$ cat config.mk
export PLATFORM = sky130hd
export DESIGN_NAME = drive_host_command_config
export DESIGN_NICKNAME = d
export VERILOG_FILES = /design/src/design/drive_cmd_pkg.sv /design/src/design/cmd_queue_if.sv /design/src/design/cmd_queue.sv /design/src/design/drive_host_command_config.sv
export SDC_FILE = /design/constraint.sdc
export NUM_CORES = 1
export LEC_CHECK = 0
export ABC_AREA = 1
export BUFFER_PORTS_ARGS = -buffer_cell sky130_fd_sc_hd__buf_2
export CORE_MARGIN = 1.5
export CORE_UTILIZATION = 45
export CTS_CLUSTER_SIZE = 24
export DETAILED_ROUTE_END_ITERATION = 12
export GPL_ROUTABILITY_DRIVEN = 1
export GPL_TIMING_DRIVEN = 0
export MAX_ROUTING_LAYER = met4
export PLACE_DENSITY = 0.65
export SLEW_MARGIN = 20
export SYNTH_ARGS = -nofsm -noshare
export SYNTH_HDL_FRONTEND = slang
export SYNTH_SLANG_ARGS = --single-unit
$ cat constraint.sdc
create_clock -name clk_in -period 2.9 [get_ports clk_in]
set_clock_uncertainty 0.05 [all_clocks]
set_input_delay 0.29 -clock clk_in [delete_from_list [all_inputs] [get_ports clk_in]]
set_output_delay 0.29 -clock clk_in [all_outputs]
set_load 0.05 [all_outputs]
$ cat src/design/drive_cmd_pkg.sv
// constants and types for the host command configuration block
package drive_cmd_pkg;
  // power-up mode codes
  localparam logic [3:0] MD_LEGACY     = 4'h1;
  localparam logic [3:0] MD_CMD_EN     = 4'h2;
  localparam logic [3:0] MD_TUNING     = 4'h3;
  localparam logic [3:0] MD_HUB        = 4'h4;
  localparam logic [3:0] MD_CMD_DIS    = 4'h5;
  localparam logic [3:0] MD_UNUSED     = 4'h6;
  localparam logic [3:0] MD_AUTORUN    = 4'h7;
  localparam logic [3:0] MD_MB_EN      = 4'h8;
  localparam logic [3:0] MD_MB_AUTO    = 4'h9;
  localparam logic [3:0] MD_MB_DIS     = 4'hA;
  localparam logic [3:0] MD_RESET_VAL  = 4'h2;
  // protocol word
  localparam int unsigned PROTO_W      = 9;
  localparam logic [8:0] PROTO_RESET   = 9'h001;
  localparam logic [8:0] PROTO_MIN     = 9'h001;
  localparam int unsigned PB_STD       = 0;
  localparam int unsigned PB_ADDR      = 1;
  localparam int unsigned PB_ACK       = 2;
  localparam int unsigned PB_CSUM      = 3;
  localparam int unsigned PB_REG3      = 5;
  localparam int unsigned PB_CSUM_TYPE = 6;
  localparam int unsigned PB_LITTLE    = 7;
  localparam int unsigned PB_FULL_DUP  = 8;
  // peak current, 0.01 A units
  localparam int unsigned PEAK_W       = 12;
  localparam logic [11:0] PEAK_RESET   = 12'h000;
  // command queue
  localparam int unsigned CMD_W        = 8;
  localparam int unsigned Q_DEPTH      = 8;
  localparam int unsigned Q_AW         = 3;
  localparam logic [3:0] Q_DEPTH_CNT   = 4'h8;
  // escape handshake window: 2 s at 125 MHz
  localparam longint unsigned ESC_WINDOW_MS = 2000;
  localparam longint unsigned CLK_HZ        = 125000000;
  localparam longint unsigned ESC_CYCLES    = ESC_WINDOW_MS * CLK_HZ / 1000;
  localparam logic [7:0] ESC_CHAR      = 8'h30;
  // probe duration (plain default)
  localparam logic [15:0] PROBE_CYCLES = 16'h0400;

  typedef enum logic [2:0] {
    ESC_IDLE  = 3'b001,
    ESC_WAIT1 = 3'b010,
    ESC_WAIT2 = 3'b100
  } esc_state_t;
endpackage : drive_cmd_pkg

$ cat src/design/cmd_queue_if.sv
// interface between the controller and its command queue
`timescale 1ns/1ps
interface cmd_queue_if;
  logic [7:0] push_data;
  logic       push;
  logic       pop;
  logic [7:0] head_data;
  logic       empty;
  logic       full;
  logic [3:0] vacancy;
  modport ctrl (output push_data, output push, output pop,
                input head_data, input empty, input full, input vacancy);
  modport queue (input push_data, input push, input pop,
                 output head_data, output empty, output full, output vacancy);
endinterface : cmd_queue_if

$ cat src/design/cmd_queue.sv
// ordered store for buffered commands
`timescale 1ns/1ps
module cmd_queue (
  // clock and reset
  input  wire logic  clk_in,
  input  wire logic  nrst_in,
  // queue side
  cmd_queue_if.queue q
);
  logic [7:0] mem_reg [8];
  logic [2:0] wr_reg;
  logic [2:0] rd_reg;
  logic [3:0] cnt_reg;
  wire        do_push = q.push && (cnt_reg != drive_cmd_pkg::Q_DEPTH_CNT);
  wire        do_pop  = q.pop && (cnt_reg != 4'h0);

  assign q.head_data = mem_reg[rd_reg];
  assign q.empty     = (cnt_reg == 4'h0);
  assign q.full      = (cnt_reg == drive_cmd_pkg::Q_DEPTH_CNT);
  assign q.vacancy   = drive_cmd_pkg::Q_DEPTH_CNT - cnt_reg;

  // storage has no reset; only pointers matter
  always_ff @(posedge clk_in) begin
    if (do_push) mem_reg[wr_reg] <= q.push_data;
  end

  always_ff @(posedge clk_in or negedge nrst_in) begin
    if (!nrst_in) begin
      wr_reg  <= 3'h0;
      rd_reg  <= 3'h0;
      cnt_reg <= 4'h0;
    end else begin
      if (do_push) wr_reg <= wr_reg + 3'h1;
      if (do_pop) rd_reg <= rd_reg + 3'h1;
      cnt_reg <= cnt_reg + {3'h0, do_push} - {3'h0, do_pop};
    end
  end
endmodule : cmd_queue

$ cat src/design/drive_host_command_config.sv
// host command configuration: mode selector, escape, protocol, queue, probe
// Summary of operation
// - decode mode codes 1..10 except 6 into legacy, command, tuning, hub, modbus, autorun
// - mode write commits to non-volatile storage at once
// - mode 2 acts like 7 but skips stored program autorun
// - modes 1 and 3 ignore host commands unless escape succeeded
// - "00" within two seconds of power-up packet forces command mode
// - legacy download sets mode 1; upload or execute leaves it
// - protocol held as 9-bit word, valid 1 to 511
// - protocol query replies with the current word
// - bits 1 address prefix, 2 ack/nak, 4 reserved, 5 three-digit addressing
// - bit 0 selects standard protocol only when all other bits clear
// - bit 3 requires message checksum
// - bit 6 selects checksum algorithm
// - bit 7 selects little-endian modbus words
// - bit 8 selects full duplex on four-wire link
// - pause stops execution of buffered commands until continue
// - paused queue keeps accepting; continue runs them in order
// - report free queue slots on request
// - probe energises motor at maximum current, measures inductance and resistance
// - probe runs at power-up, after feedback config, and on request
// - saved peak current in 0.01 A units, stored at once
`timescale 1ns/1ps
module drive_host_command_config #(
  parameter longint unsigned ESC_CYCLES = drive_cmd_pkg::ESC_CYCLES
) (
  // clock and reset
  input  wire logic        clk_in,
  input  wire logic        nrst_in,
  // host character stream (already on this clock)
  input  wire logic        rx_valid_in,
  input  wire logic [7:0]  rx_char_in,
  input  wire logic        powerup_packet_sent_in,
  // decoded host commands
  input  wire logic        cmd_valid_in,
  input  wire logic        mode_write_in,
  input  wire logic [3:0]  mode_value_in,
  input  wire logic        legacy_download_in,
  input  wire logic        proto_write_in,
  input  wire logic        proto_query_in,
  input  wire logic [8:0]  proto_value_in,
  input  wire logic        pause_queue_in,
  input  wire logic        continue_queue_in,
  input  wire logic        queue_vacancy_query_in,
  input  wire logic        buffered_push_in,
  input  wire logic [7:0]  buffered_cmd_in,
  input  wire logic        exec_ready_in,
  input  wire logic        motor_probe_request_in,
  input  wire logic        feedback_config_command_in,
  input  wire logic        probe_done_in,
  input  wire logic        saved_peak_current_write_in,
  input  wire logic [11:0] saved_peak_current_in,
  // stored settings and decoded mode
  output logic [3:0]  power_up_mode_select_out,
  output logic        nv_write_out,
  output logic        mode_error_out,
  output logic        cmd_lang_active_out,
  output logic        cmd_accept_out,
  output logic        modbus_mode_out,
  output logic        autorun_out,
  output logic        hub_mode_out,
  output logic        drive_enable_out,
  // protocol
  output logic [8:0]  protocol_word_out,
  output logic        proto_reply_valid_out,
  output logic [8:0]  proto_reply_out,
  output logic        proto_standard_out,
  output logic        proto_addr_prefix_out,
  output logic        proto_ack_nak_out,
  output logic        proto_reg3_out,
  output logic        proto_checksum_out,
  output logic        proto_csum_alt_out,
  output logic        proto_little_endian_out,
  output logic        proto_full_duplex_out,
  // queue
  output logic        queue_paused_out,
  output logic        exec_valid_out,
  output logic [7:0]  exec_cmd_out,
  output logic        queue_full_out,
  output logic        vacancy_valid_out,
  output logic [3:0]  vacancy_out,
  // probe and peak current
  output logic        probe_active_out,
  output logic        probe_max_current_out,
  output logic [11:0] peak_current_out
);
  //////////////////////////////////////////////////////////////////////////////
  cmd_queue_if qif ();
  cmd_queue u_queue (
    .clk_in  (clk_in),
    .nrst_in (nrst_in),
    .q       (qif.queue)
  );

  logic [3:0]  mode_reg;
  logic        nv_reg;
  logic        err_reg;
  logic        escaped_reg;
  logic        lang_reg;
  logic        accept_reg;
  logic        modbus_reg;
  logic        autorun_reg;
  logic        hub_reg;
  logic        enable_reg;
  logic [8:0]  proto_reg;
  logic        prv_reg;
  logic [8:0]  prd_reg;
  logic [7:0]  proto_dec_reg;
  logic        paused_reg;
  logic        exv_reg;
  logic [7:0]  exc_reg;
  logic        full_reg;
  logic        vv_reg;
  logic [3:0]  vac_reg;
  logic        probe_reg;
  logic        boot_reg;
  logic [11:0] peak_reg;
  drive_cmd_pkg::esc_state_t esc_reg;
  drive_cmd_pkg::esc_state_t esc_next;
  logic [27:0] esc_cnt_reg;

  //////////////////////////////////////////////////////////////////////////////
  // mode decoding
  wire mode_ok = (mode_value_in >= drive_cmd_pkg::MD_LEGACY)
              && (mode_value_in <= drive_cmd_pkg::MD_MB_DIS)
              && (mode_value_in != drive_cmd_pkg::MD_UNUSED);
  wire mode_take = mode_write_in && mode_ok;
  wire [3:0] mode_next = legacy_download_in ? drive_cmd_pkg::MD_LEGACY
                       : mode_take ? mode_value_in : mode_reg;
  wire gated_mode = (mode_reg == drive_cmd_pkg::MD_LEGACY)
                 || (mode_reg == drive_cmd_pkg::MD_TUNING);
  wire lang_next = (mode_reg == drive_cmd_pkg::MD_CMD_EN)
                || (mode_reg == drive_cmd_pkg::MD_CMD_DIS)
                || (mode_reg == drive_cmd_pkg::MD_AUTORUN)
                || escaped_reg;
  wire mb_next = (mode_reg == drive_cmd_pkg::MD_MB_EN)
              || (mode_reg == drive_cmd_pkg::MD_MB_AUTO)
              || (mode_reg == drive_cmd_pkg::MD_MB_DIS);
  // autorun only for 7 and 9; mode 2 shares 7's behaviour otherwise
  wire ar_next = (mode_reg == drive_cmd_pkg::MD_AUTORUN)
              || (mode_reg == drive_cmd_pkg::MD_MB_AUTO);
  wire en_next = (mode_reg != drive_cmd_pkg::MD_CMD_DIS)
              && (mode_reg != drive_cmd_pkg::MD_MB_DIS);
  wire accept_now = cmd_valid_in && (!gated_mode || escaped_reg);

  always_ff @(posedge clk_in or negedge nrst_in) begin
    if (!nrst_in) begin
      mode_reg    <= drive_cmd_pkg::MD_RESET_VAL;
      nv_reg      <= 1'b0;
      err_reg     <= 1'b0;
      lang_reg    <= 1'b0;
      accept_reg  <= 1'b0;
      modbus_reg  <= 1'b0;
      autorun_reg <= 1'b0;
      hub_reg     <= 1'b0;
      enable_reg  <= 1'b0;
    end else begin
      mode_reg    <= mode_next;
      nv_reg      <= mode_take || legacy_download_in
                  || saved_peak_current_write_in;
      err_reg     <= mode_write_in && !mode_ok;
      lang_reg    <= lang_next;
      accept_reg  <= accept_now;
      modbus_reg  <= mb_next;
      autorun_reg <= ar_next;
      hub_reg     <= (mode_reg == drive_cmd_pkg::MD_HUB);
      enable_reg  <= en_next;
    end
  end

  //////////////////////////////////////////////////////////////////////////////
  // startup escape: "00" with no carriage return inside the window
  wire esc_zero    = rx_valid_in && (rx_char_in == drive_cmd_pkg::ESC_CHAR);
  wire esc_timeout = (esc_cnt_reg >= ESC_CYCLES[27:0]);

  always_comb begin
    esc_next = esc_reg;
    unique case (esc_reg)
      drive_cmd_pkg::ESC_IDLE: begin
        if (powerup_packet_sent_in) esc_next = drive_cmd_pkg::ESC_WAIT1;
      end
      drive_cmd_pkg::ESC_WAIT1: begin
        if (esc_timeout) esc_next = drive_cmd_pkg::ESC_IDLE;
        else if (esc_zero) esc_next = drive_cmd_pkg::ESC_WAIT2;
        else if (rx_valid_in) esc_next = drive_cmd_pkg::ESC_IDLE;
      end
      drive_cmd_pkg::ESC_WAIT2: begin
        // a timeout, or any character other than the second "0", voids the attempt
        if (esc_timeout || rx_valid_in) esc_next = drive_cmd_pkg::ESC_IDLE;
      end
      default: esc_next = drive_cmd_pkg::ESC_IDLE;
    endcase
  end

  wire esc_hit = (esc_reg == drive_cmd_pkg::ESC_WAIT2) && esc_zero && !esc_timeout;

  always_ff @(posedge clk_in or negedge nrst_in) begin
    if (!nrst_in) begin
      esc_reg     <= drive_cmd_pkg::ESC_IDLE;
      esc_cnt_reg <= 28'h0;
      escaped_reg <= 1'b0;
    end else begin
      esc_reg     <= esc_hit ? drive_cmd_pkg::ESC_IDLE : esc_next;
      esc_cnt_reg <= (esc_reg == drive_cmd_pkg::ESC_IDLE) ? 28'h0 : esc_cnt_reg + 28'h1;
      if (esc_hit) escaped_reg <= 1'b1;
    end
  end

  //////////////////////////////////////////////////////////////////////////////
  // protocol word
  wire proto_ok = (proto_value_in >= drive_cmd_pkg::PROTO_MIN);
  wire [8:0] p  = proto_reg;
  wire others   = |p[8:1];

  always_ff @(posedge clk_in or negedge nrst_in) begin
    if (!nrst_in) begin
      proto_reg <= drive_cmd_pkg::PROTO_RESET;
      prv_reg   <= 1'b0;
      prd_reg   <= 9'h000;
      proto_dec_reg <= 8'h00;
    end else begin
      if (proto_write_in && proto_ok) proto_reg <= proto_value_in;
      prv_reg <= proto_query_in;
      if (proto_query_in) prd_reg <= proto_reg;
      proto_dec_reg <= {
        !others && p[drive_cmd_pkg::PB_STD],
        p[drive_cmd_pkg::PB_ADDR],
        p[drive_cmd_pkg::PB_ACK],
        p[drive_cmd_pkg::PB_REG3],
        p[drive_cmd_pkg::PB_CSUM],
        p[drive_cmd_pkg::PB_CSUM_TYPE],
        p[drive_cmd_pkg::PB_LITTLE],
        p[drive_cmd_pkg::PB_FULL_DUP]
      };
    end
  end

  //////////////////////////////////////////////////////////////////////////////
  // buffered command queue: pause holds execution, pushes continue
  assign qif.push_data = buffered_cmd_in;
  assign qif.push      = buffered_push_in;
  wire   issue         = !paused_reg && !qif.empty && (!exv_reg || exec_ready_in);
  assign qif.pop       = issue;

  always_ff @(posedge clk_in or negedge nrst_in) begin
    if (!nrst_in) begin
      paused_reg <= 1'b0;
      exv_reg    <= 1'b0;
      exc_reg    <= 8'h00;
      full_reg   <= 1'b0;
      vv_reg     <= 1'b0;
      vac_reg    <= drive_cmd_pkg::Q_DEPTH_CNT;
    end else begin
      // continue wins when both arrive together
      if (continue_queue_in) paused_reg <= 1'b0;
      else if (pause_queue_in) paused_reg <= 1'b1;
      if (issue) begin
        exv_reg <= 1'b1;
        exc_reg <= qif.head_data;
      end else if (exec_ready_in) begin
        exv_reg <= 1'b0;
      end
      full_reg <= qif.full;
      vv_reg   <= queue_vacancy_query_in;
      if (queue_vacancy_query_in) vac_reg <= qif.vacancy;
    end
  end

  //////////////////////////////////////////////////////////////////////////////
  // motor probe and saved peak current
  logic [15:0] probe_cnt_reg;
  wire probe_start = boot_reg || motor_probe_request_in || feedback_config_command_in;
  wire probe_end   = probe_done_in || (probe_cnt_reg == drive_cmd_pkg::PROBE_CYCLES);

  always_ff @(posedge clk_in or negedge nrst_in) begin
    if (!nrst_in) begin
      boot_reg      <= 1'b1;
      probe_reg     <= 1'b0;
      probe_cnt_reg <= 16'h0000;
      peak_reg      <= drive_cmd_pkg::PEAK_RESET;
    end else begin
      boot_reg <= 1'b0;
      if (probe_reg && probe_end) begin
        probe_reg <= 1'b0;
      end else if (probe_start) begin
        probe_reg     <= 1'b1;
        probe_cnt_reg <= 16'h0000;
      end
      if (probe_reg && !probe_end) probe_cnt_reg <= probe_cnt_reg + 16'h0001;
      if (saved_peak_current_write_in) peak_reg <= saved_peak_current_in;
    end
  end

  //////////////////////////////////////////////////////////////////////////////
  assign power_up_mode_select_out = mode_reg;
  assign nv_write_out             = nv_reg;
  assign mode_error_out           = err_reg;
  assign cmd_lang_active_out      = lang_reg;
  assign cmd_accept_out           = accept_reg;
  assign modbus_mode_out          = modbus_reg;
  assign autorun_out              = autorun_reg;
  assign hub_mode_out             = hub_reg;
  assign drive_enable_out         = enable_reg;
  assign protocol_word_out        = proto_reg;
  assign proto_reply_valid_out    = prv_reg;
  assign proto_reply_out          = prd_reg;
  assign proto_standard_out       = proto_dec_reg[7];
  assign proto_addr_prefix_out    = proto_dec_reg[6];
  assign proto_ack_nak_out        = proto_dec_reg[5];
  assign proto_reg3_out           = proto_dec_reg[4];
  assign proto_checksum_out       = proto_dec_reg[3];
  assign proto_csum_alt_out       = proto_dec_reg[2];
  assign proto_little_endian_out  = proto_dec_reg[1];
  assign proto_full_duplex_out    = proto_dec_reg[0];
  assign queue_paused_out         = paused_reg;
  assign exec_valid_out           = exv_reg;
  assign exec_cmd_out             = exc_reg;
  assign queue_full_out           = full_reg;
  assign vacancy_valid_out        = vv_reg;
  assign vacancy_out              = vac_reg;
  assign probe_active_out         = probe_reg;
  assign probe_max_current_out    = probe_reg;
  assign peak_current_out         = peak_reg;
endmodule : drive_host_command_config

After elaboration in Yosys (flattened, before gate mapping):

Memory sizes are Yosys's and may differ from the RTL's. A register that Yosys moved wholly into a read port is not among the register bits.
Index checks and enable logic that the tools add are counted.

* $add $sub $neg: 7
* $lt $le $gt $ge: 4
* eq/ne operators: 23
* multiplexer cells: 21
* reductions and logical operators: 51

Operators with widths (count)
* 16-bit two-way mux: 3
* 28-bit by 1-bit adder with 28-bit output, second input constant: 1
* 28-bit >= comparator, second input constant: 1
* 28-bit two-way mux: 1
* 3-bit two-way mux: 6
* 1-bit logical AND: 17
* 16-bit by 1-bit adder with 16-bit output, second input constant: 1
* 16-bit by 11-bit == test with 1-bit output, second input constant: 1
* 4-bit == test, second input constant: 4
* 1-bit logical OR: 15
* 4-bit by 3-bit == test with 1-bit output, second input constant: 3
* 2-bit nonzero test: 5
* 9-bit by 1-bit >= comparator with 1-bit output, second input constant: 1
* 1-bit zero test: 9
* 3-bit case mux with 3 select lines: 1
* 4-bit by 2-bit == test with 1-bit output, second input constant: 2
* 8-bit by 6-bit == test with 1-bit output, second input constant: 1
* 1-bit two-way mux: 8
* 4-bit two-way mux: 2
* 4-bit by 3-bit != test with 1-bit output, second input constant: 2
* 4-bit != test, second input constant: 2
* 8-bit OR reduction: 1
* 3-bit by 1-bit adder with 3-bit output, second input constant: 2
* 3-bit != test, second input constant: 2
* other kinds (15): 15

* flip-flop bits (word level): 119
* bits in writable memories: 64
* input bits: 59
* output and inout port bits: 69
* logic and storage cells: 135
* memories: 1

Memory list
* u_queue.mem_reg: depth 8, width 8, rd ports 1, clocked after Yosys merged registers in 1, write ports 1, RTL line cmd_queue.sv:10 `logic [7:0] mem_reg [8];`

Depth between registers and ports, before layout:

* depth in word-level cells: 6
* depth in mapped cells: 13
* mapped depth without buffers: 12

Modules after synthesis:

A second synthesis with hierarchy kept.

* cells, all modules: 975
* area, all modules: 8936.1 um2

By module, submodules not included
* drive_host_command_config: times used 1, cells each 621, area an instance 5452.7 um2, sequential area each 2934.1 um2
* cmd_queue: times used 1, cells each 354, area an instance 3483.3 um2, sequential area each 2172.1 um2

Worst setup path after synthesis:

No wires, ideal clock.

* path type: flip-flop to flip-flop
* from: register u_queue.cnt_reg[1]
* to: register u_queue.cnt_reg[2]
* setup time: 123 ps
* arrival time: 2218 ps
* required time: 2727 ps
* slack: 509 ps
* stages on the path, launching flop included: 13
* buffers on the path: 1
* period minus slack after synthesis: 2391 ps
* cells stage by stage: dfrtp_1 inv_1 ha_1 nand2_1 nand3_1 inv_1 clkbuf_1 ha_1 inv_1 ha_1 inv_1 fa_1 xor2_1

* longest elaborated chain between the ends: 6
* elaborated cells between the ends (all ways): 10
* those cells by class: 2 x add/sub; 1 x eq/ne; 7 x reduce/logical

Ends and longest elaborated chain
* from (decl): RTL line cmd_queue.sv:13 `logic [3:0] cnt_reg;`
* from (signal assigned): RTL line cmd_queue.sv:35 `cnt_reg <= cnt_reg + {3'h0, do_push} - {3'h0, do_pop};`
* 4-bit zero test: RTL line cmd_queue.sv:18 `assign q.empty = (cnt_reg == 4'h0);`
* 1-bit zero test: RTL line drive_host_command_config.sv:242 `wire issue = !paused_reg && !qif.empty && (!exv_reg || exec_ready_in);`
* 1-bit logical AND (2 in a row): RTL line drive_host_command_config.sv:242
* 1-bit logical AND *: RTL line cmd_queue.sv:15 `wire do_pop = q.pop && (cnt_reg != 4'h0);`
* named net u_queue.do_pop: RTL line cmd_queue.sv:15
* 4-bit by 1-bit subtractor with 4-bit output *: RTL line cmd_queue.sv:35

The timed path passes the listed nets; every way through them passes the cells marked *.
A chain may end at the register's enable or synchronous reset.

Worst setup path in the final report:

* from: register u_queue.cnt_reg[1]
* to: register u_queue.cnt_reg[2]

* longest elaborated chain between the ends: 6
* elaborated cells between the ends (all ways): 10
* those cells by class: 2 x add/sub; 1 x eq/ne; 7 x reduce/logical

Ends and longest elaborated chain (RTL line)
* branches (longest 5 deep; another with 4-bit by 1-bit adder with 4-bit output)
* 4-bit by 1-bit subtractor with 4-bit output *: cmd_queue.sv:35

Every way passes the cells marked *.

==> metrics.txt <==
Post-synth top cells=nand2_1 (163), nor2_1 (141), dfrtp_1 (122); FF+latch area=5110 µm²; Filler Cell Count=1629; ranking of synthesized cells by area=dfrtp_1 (36%), edfxtp_1 (22%), nand2_1 (7.1%); Clk pin slew, worst setup/hold paths=0.07 ns; post-synth top area cell=dfrtp_1; met2 Use GR=32.8%; crit path DAT=2.87 ns; final worst slack=0.284 ns; global-route wire length before repair=30.8 mm; Die H=141 µm; WL final=18.9 mm; Inst Count DP=1246; PnR Total Power=8.51 mW; kind of critical path=reg -> reg; post-synth top area share=35.5%; Yosys reg bits=191; Vias=6417; Die W=141 µm; core footprint=18700 µm²; GRT Util Overall=20.7%; Max Root-Sink Buffers=2; worst rel slew slack=32.3%; Syn Std Cell Area=8590 µm²; syn nets=958; DP HPWL=13.3 mm; Final Non-Filler Cells=1282; area of the die=19900 µm²; Mapped Cells=884; final hold vios=0; RSZ-0062 raised after global routing=false; H-tree Lvls=4; Final Cycle Share=90.2%; CTS tree=built; pins over their slew limit=0; Placement Setup Slack=0.0884 ns; Largest register FFs=64; Multi-input gate area=3000 µm²; sequential fraction of the synthesis area=59.4%; Final Util=54.5%; CP Launch Type=register; leak pwr=4.57 nW; # clock sinks=191; final net count=1108; DRT antenna net count=0; Initial Util=45.9%; Avg WL per Cell=14.7 µm; EDFF count, synth=64; Pre-antenna DRT Iters=5; initial antenna violation count=1; synth warn=0; Yosys cell types=42; Synth Flop Type=dfrtp_1; post-CTS repair timing setup buffer count=0; CP endpoint kind=register; Synth Area per Inst=9.72 µm²; Clock Tree Root=clkbuf_16; Boundary Pins=128; Setup violations, final=0; fin crit period=2.62 ns; largest net degree at the start of global routing=79; FMAX=0.382 GHz; Worst EP required=3.16 ns; met3 Use GR=4.79%; Port Buffers=127; GR Overflow Total=0; Most Crowded Layer GR=met2; Num CTS Buffers=17; DRC=0; area delta synth->final=18.7%; most frequent cell after synthesis=nand2_1; post-CTS resize count=0; via density per instance=5.01; layout cells sized above 1=20.0%; GR Util met1=26.9%; status=finished, final reports clean; row cnt=50; worst skew pair latency=0.42 ns; Max rail drop VDD=0.000499 V; crit-path max FO=11; Worst-Margin Slew=1.01 ns; DR iter-0 viols=380; PD cells=834 nW/µm²; ys async rst share=66.5%; gpl congestion=0.927; Min-Delay Path Class=in -> reg; vias in the first global route=6151; TNS Setup=0 ns; max_cap viols=0
path summary, 6_finish.rpt:
check                                          start            endpoint  slack (ns)  cells past startpoint
worst max register to register    u_queue.cnt_reg[1]  u_queue.cnt_reg[2]        0.28                     11
max in group asynchronous                    nrst_in      vacancy_out[3]        1.75                      3
worst min-delay path                   mode_write_in      mode_error_out        0.03                      3
worst min register to register  protocol_word_out[7]    proto_dec_reg[1]        0.41                      0
min in group asynchronous                    nrst_in  proto_reply_out[5]        0.30                      2
worst max-delay path              u_queue.cnt_reg[1]  u_queue.cnt_reg[2]        0.28                     11
where the power goes:
part | internal, mW | leakage [nW] | total [mW] | switching [mW]
registers | 3.23 | 2.18 | 3.47 | 0.240
logic | 0.725 | 2.11 | 2.62 | 1.89
clock network | 1.39 | 0.288 | 2.42 | 1.03
total | 5.35 | 4.57 | 8.51 | 3.16
per-stage QoR:
stage | area, µm² | hold WS [ns]
2_1_floorplan | 8590 | -0.0556
3_3_place_gp | 9520 | 0.361
3_5_place_dp | 9560 | 0.170
4_1_cts | 10200 | 0.0227
5_1_grt | 10200 | 0.0202
6_report | 10200 | 0.0338
kinds of logic (layout without fill, tap and decap cells):
family | after synthesis | after routing | synth area share, %
AOI/OAI and AO/OA | 113 | 113 | 7.82
DFF | 191 | 191 | 59.4
other | 1 | 2 | 0.0437
muxes | 21 | 21 | 2.75
and+or+nand+nor | 395 | 395 | 19.4
adders and majority gates | 15 | 15 | 2.27
xor gates and xnor gates | 25 | 25 | 2.55
buffers and inverters | 123 | 286 | 5.69
layout make-up:
cell class | instances | share of cell area, %
clock inverters | 12 | 1.56
multi-input cells | 570 | 29.4
inverters | 103 | 3.79
plain buffers | 19 | 0.969
clock buffers | 20 | 4.38
flip-flops and latches | 191 | 50.1
repair buffers | 132 | 6.99
well taps | 234 | 2.87
diodes | 1 | 0.0245
per-layer routing:
layer  routed length (µm)  vias up
li1                     -     3205
met1                 8740     3005
met2                 8860      192
met3                 1140       15
met4                  171        0
met5                    0        -
layout by cell type, fill, tap and decap left out, drive strengths merged:
| cell | instances |
|---|---|
| fa | 1 |
| a31oi | 3 |
| o21ai | 76 |
| ha | 14 |
| edfxtp | 64 |
| nand4 | 14 |
| or2 | 2 |
| clkinvlp | 2 |
| clkbuf | 30 |
| o22ai | 3 |
| o31ai | 3 |
| and3 | 1 |
| bufinv | 3 |
| nand3b | 2 |
| nor3 | 17 |
| clkinv | 5 |
| inv | 105 |
| xnor2 | 5 |
| dfstp | 5 |
| nand3 | 47 |
| nor3b | 1 |
| mux2 | 21 |
| a21oi | 10 |
| o21a | 1 |
| nand2 | 165 |
| nor4 | 2 |
| nor2 | 144 |
| dfrtp | 122 |
| diode | 1 |
| buf | 137 |
| conb | 1 |
| dlygate4sd3 | 4 |
| o21bai | 1 |
| o211ai | 16 |
| xor2 | 20 |
worst max-delay path: stages, from the launching register on:
cell and delay [ns]:
dfrtp_1 0.41, inv_1 0.11, ha_1 0.24, nand2_1 0.08
nand3_1 0.12, inv_1 0.35, ha_1 0.31, inv_1 0.06
ha_1 0.15, inv_1 0.05, fa_1 0.39, xor2_1 0.18
what timing repair did:
action	CTS	global route
hold buffers	4	0
setup endpoints to repair	0	3
hold endpoints to repair	50	0
Note: power is estimated with default switching activity, not from simulation.
